**src/live_settings_pkg.sv**
```systemverilog
package live_settings_pkg;

    // Report framing
    localparam int unsigned REPORT_LEN     = 64;
    localparam logic [5:0]  BYTE_LAST      = 6'h3f;
    localparam logic [5:0]  BYTE_CMD       = 6'h00;
    localparam logic [5:0]  BYTE_ROLE_0    = 6'h04;
    localparam logic [5:0]  BYTE_ROLE_8    = 6'h0c;
    localparam logic [5:0]  BYTE_OUT_LO    = 6'h0d;
    localparam logic [5:0]  BYTE_OUT_HI    = 6'h0e;
    localparam logic [5:0]  BYTE_DIR_LO    = 6'h0f;
    localparam logic [5:0]  BYTE_DIR_HI    = 6'h10;
    localparam logic [5:0]  BYTE_OPT       = 6'h11;
    localparam logic [5:0]  BYTE_STATUS    = 6'h01;

    // Command and answer codes
    localparam logic [7:0]  CMD_SET_LIVE   = 8'h21;
    localparam logic [7:0]  STATUS_OK      = 8'h00;
    localparam logic [7:0]  RSP_FILL       = 8'h00;

    // Pin role codes
    localparam logic [7:0]  ROLE_GPIO      = 8'h00;
    localparam logic [7:0]  ROLE_CS        = 8'h01;
    localparam logic [7:0]  ROLE_DEDICATED = 8'h02;

    // Option byte fields
    localparam int unsigned OPT_WAKE_BIT   = 4;
    localparam int unsigned OPT_MODE_MSB   = 3;
    localparam int unsigned OPT_MODE_LSB   = 1;
    localparam int unsigned OPT_HOLD_BIT   = 0;

    // Interrupt counting codes
    localparam logic [2:0]  CNT_OFF        = 3'h0;
    localparam logic [2:0]  CNT_FALL       = 3'h1;
    localparam logic [2:0]  CNT_RISE       = 3'h2;
    localparam logic [2:0]  CNT_LOW_PULSE  = 3'h3;
    localparam logic [2:0]  CNT_HIGH_PULSE = 3'h4;

    // Reset values of the live settings
    localparam logic [17:0] RST_ROLES      = 18'h00000;
    localparam logic [8:0]  RST_OUT        = 9'h000;
    localparam logic [8:0]  RST_DIR        = 9'h000;
    localparam logic        RST_WAKE       = 1'b0;
    localparam logic [2:0]  RST_MODE       = 3'h0;
    localparam logic        RST_HOLD       = 1'b0;

endpackage

```
**src/live_settings_cmd.sv**
```systemverilog
`timescale 1ns/1ps
module live_settings_cmd (
    input  wire logic        i_mclk,
    input  wire logic        i_rstn,
    input  wire logic        i_rx_valid,
    input  wire logic        i_rx_sof,
    input  wire logic [7:0]  i_rx_byte,
    output logic             o_rx_ready,
    output logic             o_tx_valid,
    output logic [7:0]       o_tx_byte,
    output logic             o_tx_last,
    input  wire logic        i_tx_ready,
    output logic [17:0]      o_pin_role,
    output logic [8:0]       o_default_out,
    output logic [8:0]       o_default_dir,
    output logic             o_wake_en,
    output logic [2:0]       o_int_count_mode,
    output logic             o_hold_bus,
    output logic             o_settings_loaded
);

    typedef enum logic {
        ST_RECV,
        ST_RESP
    } state_type;

    // Accepts only the three documented role codes
    function automatic logic role_known(input logic [7:0] code);
        role_known = (code == live_settings_pkg::ROLE_GPIO) ||
                     (code == live_settings_pkg::ROLE_CS) ||
                     (code == live_settings_pkg::ROLE_DEDICATED);
    endfunction

    // A byte taken at one fixed report position
    function automatic logic at_byte(input logic       take,
                                     input logic [5:0] where,
                                     input logic [5:0] pos);
        at_byte = take && (where == pos);
    endfunction

    // Counting code of the option byte; reserved codes read as off
    function automatic logic [2:0] count_mode(input logic [7:0] opt);
        logic [2:0] code;
        code = opt[live_settings_pkg::OPT_MODE_MSB:live_settings_pkg::OPT_MODE_LSB];
        // A host that breaks the reserved rule gets no counting at all
        if (code > live_settings_pkg::CNT_HIGH_PULSE) begin
            count_mode = live_settings_pkg::CNT_OFF;
        end else begin
            count_mode = code;
        end
    endfunction

    // Sequencer state
    state_type   state_q,    state_d;
    logic [5:0]  rx_cnt_q,   rx_cnt_d;
    logic        cmd_hit_q,  cmd_hit_d;

    // Staging copies, filled byte by byte
    logic [17:0] role_sh_q,  role_sh_d;
    logic [8:0]  out_sh_q,   out_sh_d;
    logic [8:0]  dir_sh_q,   dir_sh_d;
    logic [7:0]  opt_sh_q,   opt_sh_d;

    // Live settings
    logic [17:0] role_q,     role_d;
    logic [8:0]  dflt_out_q, dflt_out_d;
    logic [8:0]  dflt_dir_q, dflt_dir_d;
    logic        wake_q,     wake_d;
    logic [2:0]  mode_q,     mode_d;
    logic        hold_q,     hold_d;

    // Answer
    logic        loaded_q,   loaded_d;
    logic [5:0]  tx_cnt_q,   tx_cnt_d;
    logic [7:0]  tx_byte_q,  tx_byte_d;

    // Handshake and decode helpers
    logic [5:0]  idx;
    logic        rx_take;
    logic        tx_take;
    logic        frame_end;
    logic        commit;
    logic [8:0]  role_we;

    // Byte index: start of frame always realigns to byte 0
    assign idx        = i_rx_sof ? live_settings_pkg::BYTE_CMD : rx_cnt_q;
    assign rx_take    = i_rx_valid && (state_q == ST_RECV);
    assign tx_take    = (state_q == ST_RESP) && i_tx_ready;
    assign frame_end  = at_byte(rx_take, idx, live_settings_pkg::BYTE_LAST);

    // A report only counts when its byte 0 held the set code
    assign commit     = frame_end && cmd_hit_q;

    // Handshake outputs decode the state flop directly
    assign o_rx_ready = (state_q == ST_RECV);
    assign o_tx_valid = (state_q == ST_RESP);
    assign o_tx_last  = (state_q == ST_RESP) && (tx_cnt_q == live_settings_pkg::BYTE_LAST);

    // Sequencer: count bytes, remember the code, switch to answering
    always_comb begin
        state_d   = state_q;
        rx_cnt_d  = rx_cnt_q;
        cmd_hit_d = cmd_hit_q;
        case (state_q)
            ST_RECV: begin
                if (rx_take) begin
                    rx_cnt_d = idx + 6'h01;
                end
                if (at_byte(rx_take, idx, live_settings_pkg::BYTE_CMD)) begin
                    cmd_hit_d = (i_rx_byte == live_settings_pkg::CMD_SET_LIVE);
                end
                // Wrap after the last byte, whatever the code was
                if (frame_end) begin
                    rx_cnt_d = 6'h00;
                end
                if (commit) begin
                    state_d = ST_RESP;
                end
            end
            ST_RESP: begin
                // Input side stays closed until the host has the whole answer
                if (tx_take && (tx_cnt_q == live_settings_pkg::BYTE_LAST)) begin
                    state_d = ST_RECV;
                end
            end
            default: begin
                state_d = ST_RECV;
            end
        endcase
    end

    // Sequencer registers
    always_ff @(posedge i_mclk or negedge i_rstn) begin
        if (!i_rstn) begin
            state_q   <= ST_RECV;
            rx_cnt_q  <= 6'h00;
            cmd_hit_q <= 1'b0;
        end else begin
            state_q   <= state_d;
            rx_cnt_q  <= rx_cnt_d;
            cmd_hit_q <= cmd_hit_d;
        end
    end

    // Role write strobe per pin; an unknown code never strobes
    for (genvar n = 0; n < 9; n++) begin : g_role_we
        assign role_we[n] = at_byte(rx_take, idx, 6'(live_settings_pkg::BYTE_ROLE_0 + n)) &&
                            role_known(i_rx_byte);
    end

    // Staging: later bytes overwrite, nothing goes live yet
    always_comb begin
        role_sh_d = role_sh_q;
        out_sh_d  = out_sh_q;
        dir_sh_d  = dir_sh_q;
        opt_sh_d  = opt_sh_q;
        // Start from the live roles so a bad code leaves its pin as it is
        if (at_byte(rx_take, idx, live_settings_pkg::BYTE_CMD)) begin
            role_sh_d = role_q;
        end
        for (int n = 0; n < 9; n++) begin
            if (role_we[n]) begin
                role_sh_d[2*n +: 2] = i_rx_byte[1:0];
            end
        end

        // Output levels: low byte whole, high byte only bit 0
        if (at_byte(rx_take, idx, live_settings_pkg::BYTE_OUT_LO)) begin
            out_sh_d[7:0] = i_rx_byte;
        end
        if (at_byte(rx_take, idx, live_settings_pkg::BYTE_OUT_HI)) begin
            out_sh_d[8] = i_rx_byte[0];
        end

        // Directions: same packing as the levels
        if (at_byte(rx_take, idx, live_settings_pkg::BYTE_DIR_LO)) begin
            dir_sh_d[7:0] = i_rx_byte;
        end
        if (at_byte(rx_take, idx, live_settings_pkg::BYTE_DIR_HI)) begin
            dir_sh_d[8] = i_rx_byte[0];
        end

        // Only byte 17 is kept; 1-3 and 18-63 pass unused
        if (at_byte(rx_take, idx, live_settings_pkg::BYTE_OPT)) begin
            opt_sh_d = i_rx_byte;
        end
    end

    // Staging registers
    always_ff @(posedge i_mclk or negedge i_rstn) begin
        if (!i_rstn) begin
            role_sh_q <= live_settings_pkg::RST_ROLES;
            out_sh_q  <= live_settings_pkg::RST_OUT;
            dir_sh_q  <= live_settings_pkg::RST_DIR;
            opt_sh_q  <= 8'h00;
        end else begin
            role_sh_q <= role_sh_d;
            out_sh_q  <= out_sh_d;
            dir_sh_q  <= dir_sh_d;
            opt_sh_q  <= opt_sh_d;
        end
    end

    // Live set: replaced whole on commit, so a cut report changes nothing
    always_comb begin
        role_d     = role_q;
        dflt_out_d = dflt_out_q;
        dflt_dir_d = dflt_dir_q;
        wake_d     = wake_q;
        mode_d     = mode_q;
        hold_d     = hold_q;
        if (commit) begin
            role_d     = role_sh_q;
            dflt_out_d = out_sh_q;
            dflt_dir_d = dir_sh_q;
            // Bits 7-5 of the option byte are never looked at
            wake_d     = opt_sh_q[live_settings_pkg::OPT_WAKE_BIT];
            mode_d     = count_mode(opt_sh_q);
            hold_d     = opt_sh_q[live_settings_pkg::OPT_HOLD_BIT];
        end
    end

    // Live registers; nothing here reaches nonvolatile storage
    always_ff @(posedge i_mclk or negedge i_rstn) begin
        if (!i_rstn) begin
            role_q     <= live_settings_pkg::RST_ROLES;
            dflt_out_q <= live_settings_pkg::RST_OUT;
            dflt_dir_q <= live_settings_pkg::RST_DIR;
            wake_q     <= live_settings_pkg::RST_WAKE;
            mode_q     <= live_settings_pkg::RST_MODE;
            hold_q     <= live_settings_pkg::RST_HOLD;
        end else begin
            role_q     <= role_d;
            dflt_out_q <= dflt_out_d;
            dflt_dir_q <= dflt_dir_d;
            wake_q     <= wake_d;
            mode_q     <= mode_d;
            hold_q     <= hold_d;
        end
    end

    // Answer: code, status, then fill; one byte per take
    always_comb begin
        loaded_d  = commit;
        tx_cnt_d  = tx_cnt_q;
        tx_byte_d = tx_byte_q;
        if (commit) begin
            tx_cnt_d  = 6'h00;
            tx_byte_d = live_settings_pkg::CMD_SET_LIVE;
        end else if (tx_take && (tx_cnt_q != live_settings_pkg::BYTE_LAST)) begin
            tx_cnt_d = tx_cnt_q + 6'h01;
            // Status byte then plain fill
            if (tx_cnt_d == live_settings_pkg::BYTE_STATUS) begin
                tx_byte_d = live_settings_pkg::STATUS_OK;
            end else begin
                tx_byte_d = live_settings_pkg::RSP_FILL;
            end
        end
    end

    // Answer registers; the commit pulse lasts one cycle by design
    always_ff @(posedge i_mclk or negedge i_rstn) begin
        if (!i_rstn) begin
            loaded_q  <= 1'b0;
            tx_cnt_q  <= 6'h00;
            tx_byte_q <= 8'h00;
        end else begin
            loaded_q  <= loaded_d;
            tx_cnt_q  <= tx_cnt_d;
            tx_byte_q <= tx_byte_d;
        end
    end

    // Live settings straight from flops; mode codes 0-4
    assign o_pin_role        = role_q;
    assign o_default_out     = dflt_out_q;
    assign o_default_dir     = dflt_dir_q;
    assign o_wake_en         = wake_q;
    assign o_int_count_mode  = mode_q;
    assign o_hold_bus        = hold_q;
    assign o_settings_loaded = loaded_q;
    assign o_tx_byte         = tx_byte_q;

endmodule

```
**config.mk**
```make
export PLATFORM = sky130hd
export DESIGN_NAME = live_settings_cmd
export DESIGN_NICKNAME = d
export VERILOG_FILES = /design/src/live_settings_pkg.sv /design/src/live_settings_cmd.sv
export SDC_FILE = /design/constraint.sdc
export NUM_CORES = 1
export LEC_CHECK = 0
export ABC_CLOCK_PERIOD_IN_PS = 2900
export BUFFER_PORTS_ARGS = -buffer_cell sky130_fd_sc_hd__buf_4
export CAP_MARGIN = 0
export CELL_PAD_IN_SITES_DETAIL_PLACEMENT = 1
export CELL_PAD_IN_SITES_GLOBAL_PLACEMENT = 2
export CORE_AREA = 3 3 112 114
export DETAILED_ROUTE_END_ITERATION = 8
export DIE_AREA = 0 0 115 117
export PLACE_DENSITY = 0.86
export SLEW_MARGIN = 30
export SYNTH_ARGS = -nofsm -noshare
export SYNTH_HDL_FRONTEND = slang
export SYNTH_SLANG_ARGS = --single-unit
```
**constraint.sdc**
```tcl
create_clock -name i_mclk -period 2.9 [get_ports i_mclk]
set_input_delay 0.58 -clock i_mclk [delete_from_list [all_inputs] [get_ports i_mclk]]
set_output_delay 0.58 -clock i_mclk [all_outputs]
set_load 0.02 [all_outputs]
```
; ---- After elaboration in Yosys (flattened, before gate mapping)
; Cells that the tools add are included.
[word_totals]
reg_bits = 105
latchBits = 0
ramBits = 0
rom_bits = 0
out_inout_bits = 53
elab_cells = 119
n_memories = 0
[op_classes]
n_addsub = 2
mul = 0
div = 0
n_lt_le_gt_ge = 1
eq_ne = 20
n_shift = 0
n_mux = 21
bitwise = 1
reduce_logical = 48
[ops]
columns = cell, count
row1 = "== test 6 x 4 -> 1 bit, second input constant", 8
row2 = logical AND 1 bit, 31
row3 = 2-to-1 mux 6 bit, 5
row4 = "== test 6 x 3 -> 1 bit, second input constant", 4
row5 = nonzero test 2 bit, 11
row6 = 2-to-1 mux 18 bit, 1
row7 = 2-to-1 mux 2 bit, 9
row8 = 2-to-1 mux 8 bit, 2
row9 = "adder 6 x 1 -> 6 bit, second input constant", 2
row10 = "== test 6 x 5 -> 1 bit, second input constant", 2
row11 = "== test 6 bit, second input constant", 2
row12 = "== test 8 x 1 -> 1 bit, second input constant", 1
row13 = "== test 8 x 2 -> 1 bit, second input constant", 1
row14 = "== test 8 x 6 -> 1 bit, second input constant", 1
row15 = zero test 8 bit, 1
row16 = zero test 6 bit, 1
row17 = "inequality test 6 bit, second input constant", 1
row18 = AND reduction 2 bit, 2
row19 = "greater-than comparator 3 bit, second input constant", 1
row20 = 2-to-1 mux 3 bit, 1
row21 = logical OR 1 bit, 2
row22 = 2-to-1 mux 1 bit, 2
row23 = one-hot mux 1 bit (2 select lines), 1
row24 = NOT 1 bit, 1

; ---- Longest topological paths before layout
[depth]
ltp_word = 6
depth_mapped = 6

; ---- Least setup slack after synthesis
; No wires, ideal clock.
[synth_timing]
path_type = input -> register
from = in i_rx_byte[2]
to = reg role_sh_q[5]
setup_time_ps = 126
arrival_ps = 2234
required_time_ps = 2774
path_slack_ps = 540
path_stages = 5
n_path_buf = 1
cell_sequence = or4_4 > or4_4 > buf_6 > o311a_1 > a221o_1
[synth_between]
elab_chain_len = 5
elab_cells_between_ends = 8
classes_between = eq/ne (2) / mux (1) / reduce/logical (5)
[synth_lines]
columns = element, line
row1 = from (decl), live_settings_cmd.sv:7  ; input wire logic [7:0] i_rx_byte,
row2 = == test 8 x 1 -> 1 bit or zero test 8 bit (tied branches), "live_settings_cmd.sv:30, live_settings_cmd.sv:29"
row3 = logical OR 1 bit, live_settings_cmd.sv:29  ; role_known = (code == live_settings_pkg::ROLE_GPIO) ||
row4 = logical OR 1 bit *, live_settings_cmd.sv:30  ; (code == live_settings_pkg::ROLE_CS) ||
row5 = logical AND 1 bit *, live_settings_cmd.sv:147  ; assign role_we[n] = at_byte(rx_take, idx, 6'(live_settings_pkg::BYTE_ROLE_0 + n)) &&
row6 = 2-to-1 mux 2 bit or nonzero test 2 bit (tied branches), n/a
row7 = to (signal assigned), live_settings_cmd.sv:192  ; role_sh_q <= live_settings_pkg::RST_ROLES;
row8 = to (signal assigned), live_settings_cmd.sv:197  ; role_sh_q <= role_sh_d;
row9 = to (decl), live_settings_cmd.sv:59  ; logic [17:0] role_sh_q, role_sh_d;
; Every way passes the cells marked *; elsewhere a longest branch is shown, timed or not.
; A chain may end at the register's enable or synchronous reset.

; ---- Worst setup path in the final report
[layout_timing]
from = reg rx_cnt_q[0]
to = reg dflt_dir_q[2], in the netlist o_default_dir[2]
[layout_between]
elab_chain_len = 4
[layout_lines]
columns = element, line
row1 = from (decl), live_settings_cmd.sv:55  ; logic [5:0] rx_cnt_q, rx_cnt_d;
row2 = from (signal assigned), live_settings_cmd.sv:140  ; rx_cnt_q <= rx_cnt_d;
row3 = 2-to-1 mux 6 bit, live_settings_cmd.sv:86  ; assign idx = i_rx_sof ? live_settings_pkg::BYTE_CMD : rx_cnt_q;
row4 = == test 6 bit, live_settings_cmd.sv:38  ; at_byte = take && (where == pos);
row5 = logical AND 1 bit, live_settings_cmd.sv:38
row6 = logical AND 1 bit, live_settings_cmd.sv:92  ; assign commit = frame_end && cmd_hit_q;
row7 = to (signal assigned), live_settings_cmd.sv:228  ; dflt_dir_q <= live_settings_pkg::RST_DIR;
row8 = to (signal assigned), live_settings_cmd.sv:235  ; dflt_dir_q <= dflt_dir_d;
row9 = to (decl), live_settings_cmd.sv:67  ; logic [8:0] dflt_dir_q, dflt_dir_d;
; No other way between the ends.

==> results.json <==
{
  "place_area_um2": 4950,
  "grt_pass1_vias": 3248,
  "synth-seq-cells": 98,
  "dr.pass1.iters": 4,
  "crit_slowest_cell": "dfrtp_1",
  "ys_types": 52,
  "grt_max_degree": 74,
  "grt_first_pass_wirelength_mm": 17.3,
  "worst_pin_slew_ns": 0.615,
  "syn_area_um2": 4380,
  "synth_top_area_share_pct": 56.0,
  "path_cells": "and3b_1 > nand4_1 > nor4_2 > buf_4 > mux2_2",
  "wl_per_cell_um": 18.6,
  "p_leak_nw": 2.54,
  "synth_cells": 361,
  "rows": 39,
  "wl_met1_mm": 4.78,
  "overflow": 0,
  "die-area_um2": 13500,
  "path_clk_slew_ns": 0.07,
  "routed_wl_mm": 10.4,
  "cts_max_level": 3,
  "final_area_um2": 5260,
  "antenna_found_initial": 0,
  "final_util_pct": 45.7,
  "top_layer_used": "met4",
  "max_stage_delay_ns": 0.58,
  "die_y_um": 117,
  "max_slew_margin_pct": 59.0,
  "clock_path_buffers": 2,
  "first_iter_violations": 146,
  "dp_hpwl_mm": 7.22,
  "numCtsBuffers": 9,
  "num-fill-cells": 1228,
  "cp_data_required_time_ns": 3.13,
  "insertion_delay_ns": 0.35,
  "grt_use_total_pct": 16.6,
  "path_max_fanout": 32,
  "period_share_pct": 81.1,
  "seq_area_um2": 2450,
  "cts_setup_buffers": 0,
  "synth_area_per_cell_um2": 12.1,
  "num_antenna_cells": 0,
  "globalplace.congestion": 0.808,
  "io_buffers": 59,
  "start_util_pct": 38.0,
  "cp.arrival_ns": 2.58,
  "synth-edff-count": 0,
  "synth_top_area_cell": "dfrtp_1",
  "setup_viol": 0,
  "yosysWarningCount": 0,
  "ys.flop_type": "dfrtp_1",
  "total_power_mw": 3.21,
  "max_cap_viol_count": 0,
  "cts_tree": "built",
  "core_area_um2": 11500,
  "wl_met2_mm": 4.94,
  "wl_met3_um": 513,
  "clock_skew_ns": 0.00859,
  "num_io_pins": 66,
  "hold_ws_ns": 0.145,
  "ctsHoldBuffers": 0,
  "fmax_mhz": 425,
  "cts_resized": 0,
  "synthArstFlopShare_pct": 100,
  "crit_type": "reg -> reg",
  "min_path_type": "in -> async",
  "synth-seq-area-share_pct": 56.0,
  "end_kind": "register",
  "fin_setup_tns_ns": 0,
  "hold_viol_final": 0,
  "mostFrequentLayoutCells": "98 x dfrtp_1, 67 x buf_4, 61 x mux2_2",
  "drc_errors": 0,
  "ir_drop_mv": 0.375,
  "start_kind": "register",
  "cts_sinks": 98,
  "root_buffer": "clkbuf_16",
  "via_per_inst": 5.46,
  "period_minus_slack_ns": 2.35,
  "final_common_cell": "dfrtp_1",
  "num_vias": 3068,
  "fp.dieW_um": 115,
  "grt_setup_unrepaired": "no",
  "nNetsFinal": 428,
  "multi_input_area_um2": 1780,
  "synth.area.top_cells": "dfrtp_1 56%, mux2_2 16%, nand2_1 2.1%",
  "drive_above_1_share_pct": 36.8,
  "power.density_nw_per_um2": 611,
  "ant_nets": 0,
  "drv_slew": 0,
  "syn_to_final_growth_pct": 20.0,
  "status": "finished, final reports clean"
}
## flip-flops by register name, summed over array words and instances (netlist names), 3 cells and up
name,cells
rx_cnt_q,6
o_default_out,9
role_sh_q,18
o_pin_role,18
tx_cnt_q,6
out_sh_q,9
dir_sh_q,9
opt_sh_q,5
o_int_count_mode,3
o_default_dir,9
## Yosys cell counts (6+ instances only)
cell type / n
o211ai_1: 8
mux2_2: 61
nand2_1: 24
buf_4: 7
nor4_1: 6
nand4_1: 7
a21oi_1: 10
nor3_1: 11
clkbuf_1: 18
o21ai_0: 12
a221o_1: 7
dfrtp_1: 98
nor2_1: 14
## stage by stage
step / worst slack (ns) / instances
2_1_floorplan: 0.540 / 366
3_3_place_gp: 0.362 / 546
3_5_place_dp: 0.306 / 546
4_1_cts: 0.527 / 562
5_1_grt: 0.371 / 562
6_report: 0.547 / 562
## final timing paths
check	start	endpoint	slack [ns]	depth (start not counted)
setup / recovery	rx_cnt_q[0]	o_default_dir[2]	0.55	5
setup reg to reg	rx_cnt_q[0]	o_default_dir[2]	0.55	5
hold / removal	i_rstn	rx_cnt_q[2]	0.15	1
max in group asynchronous	i_rstn	role_sh_q[12]	2.06	2
min in group i_mclk	i_rx_byte[7]	dir_sh_q[7]	0.48	2
hold reg to reg	opt_sh_q[4]	o_wake_en	0.49	1
## critical path: cells and delay by family (launching register included)
family        cells  cell delay, ns
buf+inv           1            0.43
mux               1            0.39
simple gates      3            0.83
flops             1            0.58
## cell type report
type,count,area share (%)
clock inverters,5,1.19
flip-flops and latches,98,46.6
well taps,143,3.40
multi-input cells,233,33.9
clock buffers,11,4.62
repair buffers,68,9.95
inverters,4,0.286
## power breakdown
group	internal, mW	switching (mW)	total, mW
sequential	1.48	0.124	1.61
combinational	0.166	0.219	0.385
clock	0.699	0.521	1.22
## cells by family after synthesis
family / synth area share (%)
AO/OA/AOI/OAI: 9.08
buffers and inverters: 3.91
other: 0.0856
multiplexers: 17.8
XOR/XNOR: 0.200
adder cells (fa/ha/maj): 0.286
flip-flops: 56.0
AND/OR/NAND/NOR: 12.6
## metal layers
metal  global-route usage, %  up-vias
met5                       0        -
met4                    6.49        0
met3                    3.86       13
met2                    26.5       66
met1                    22.2     1573
li1                        -     1416
Power figures use the tool's default switching activity.
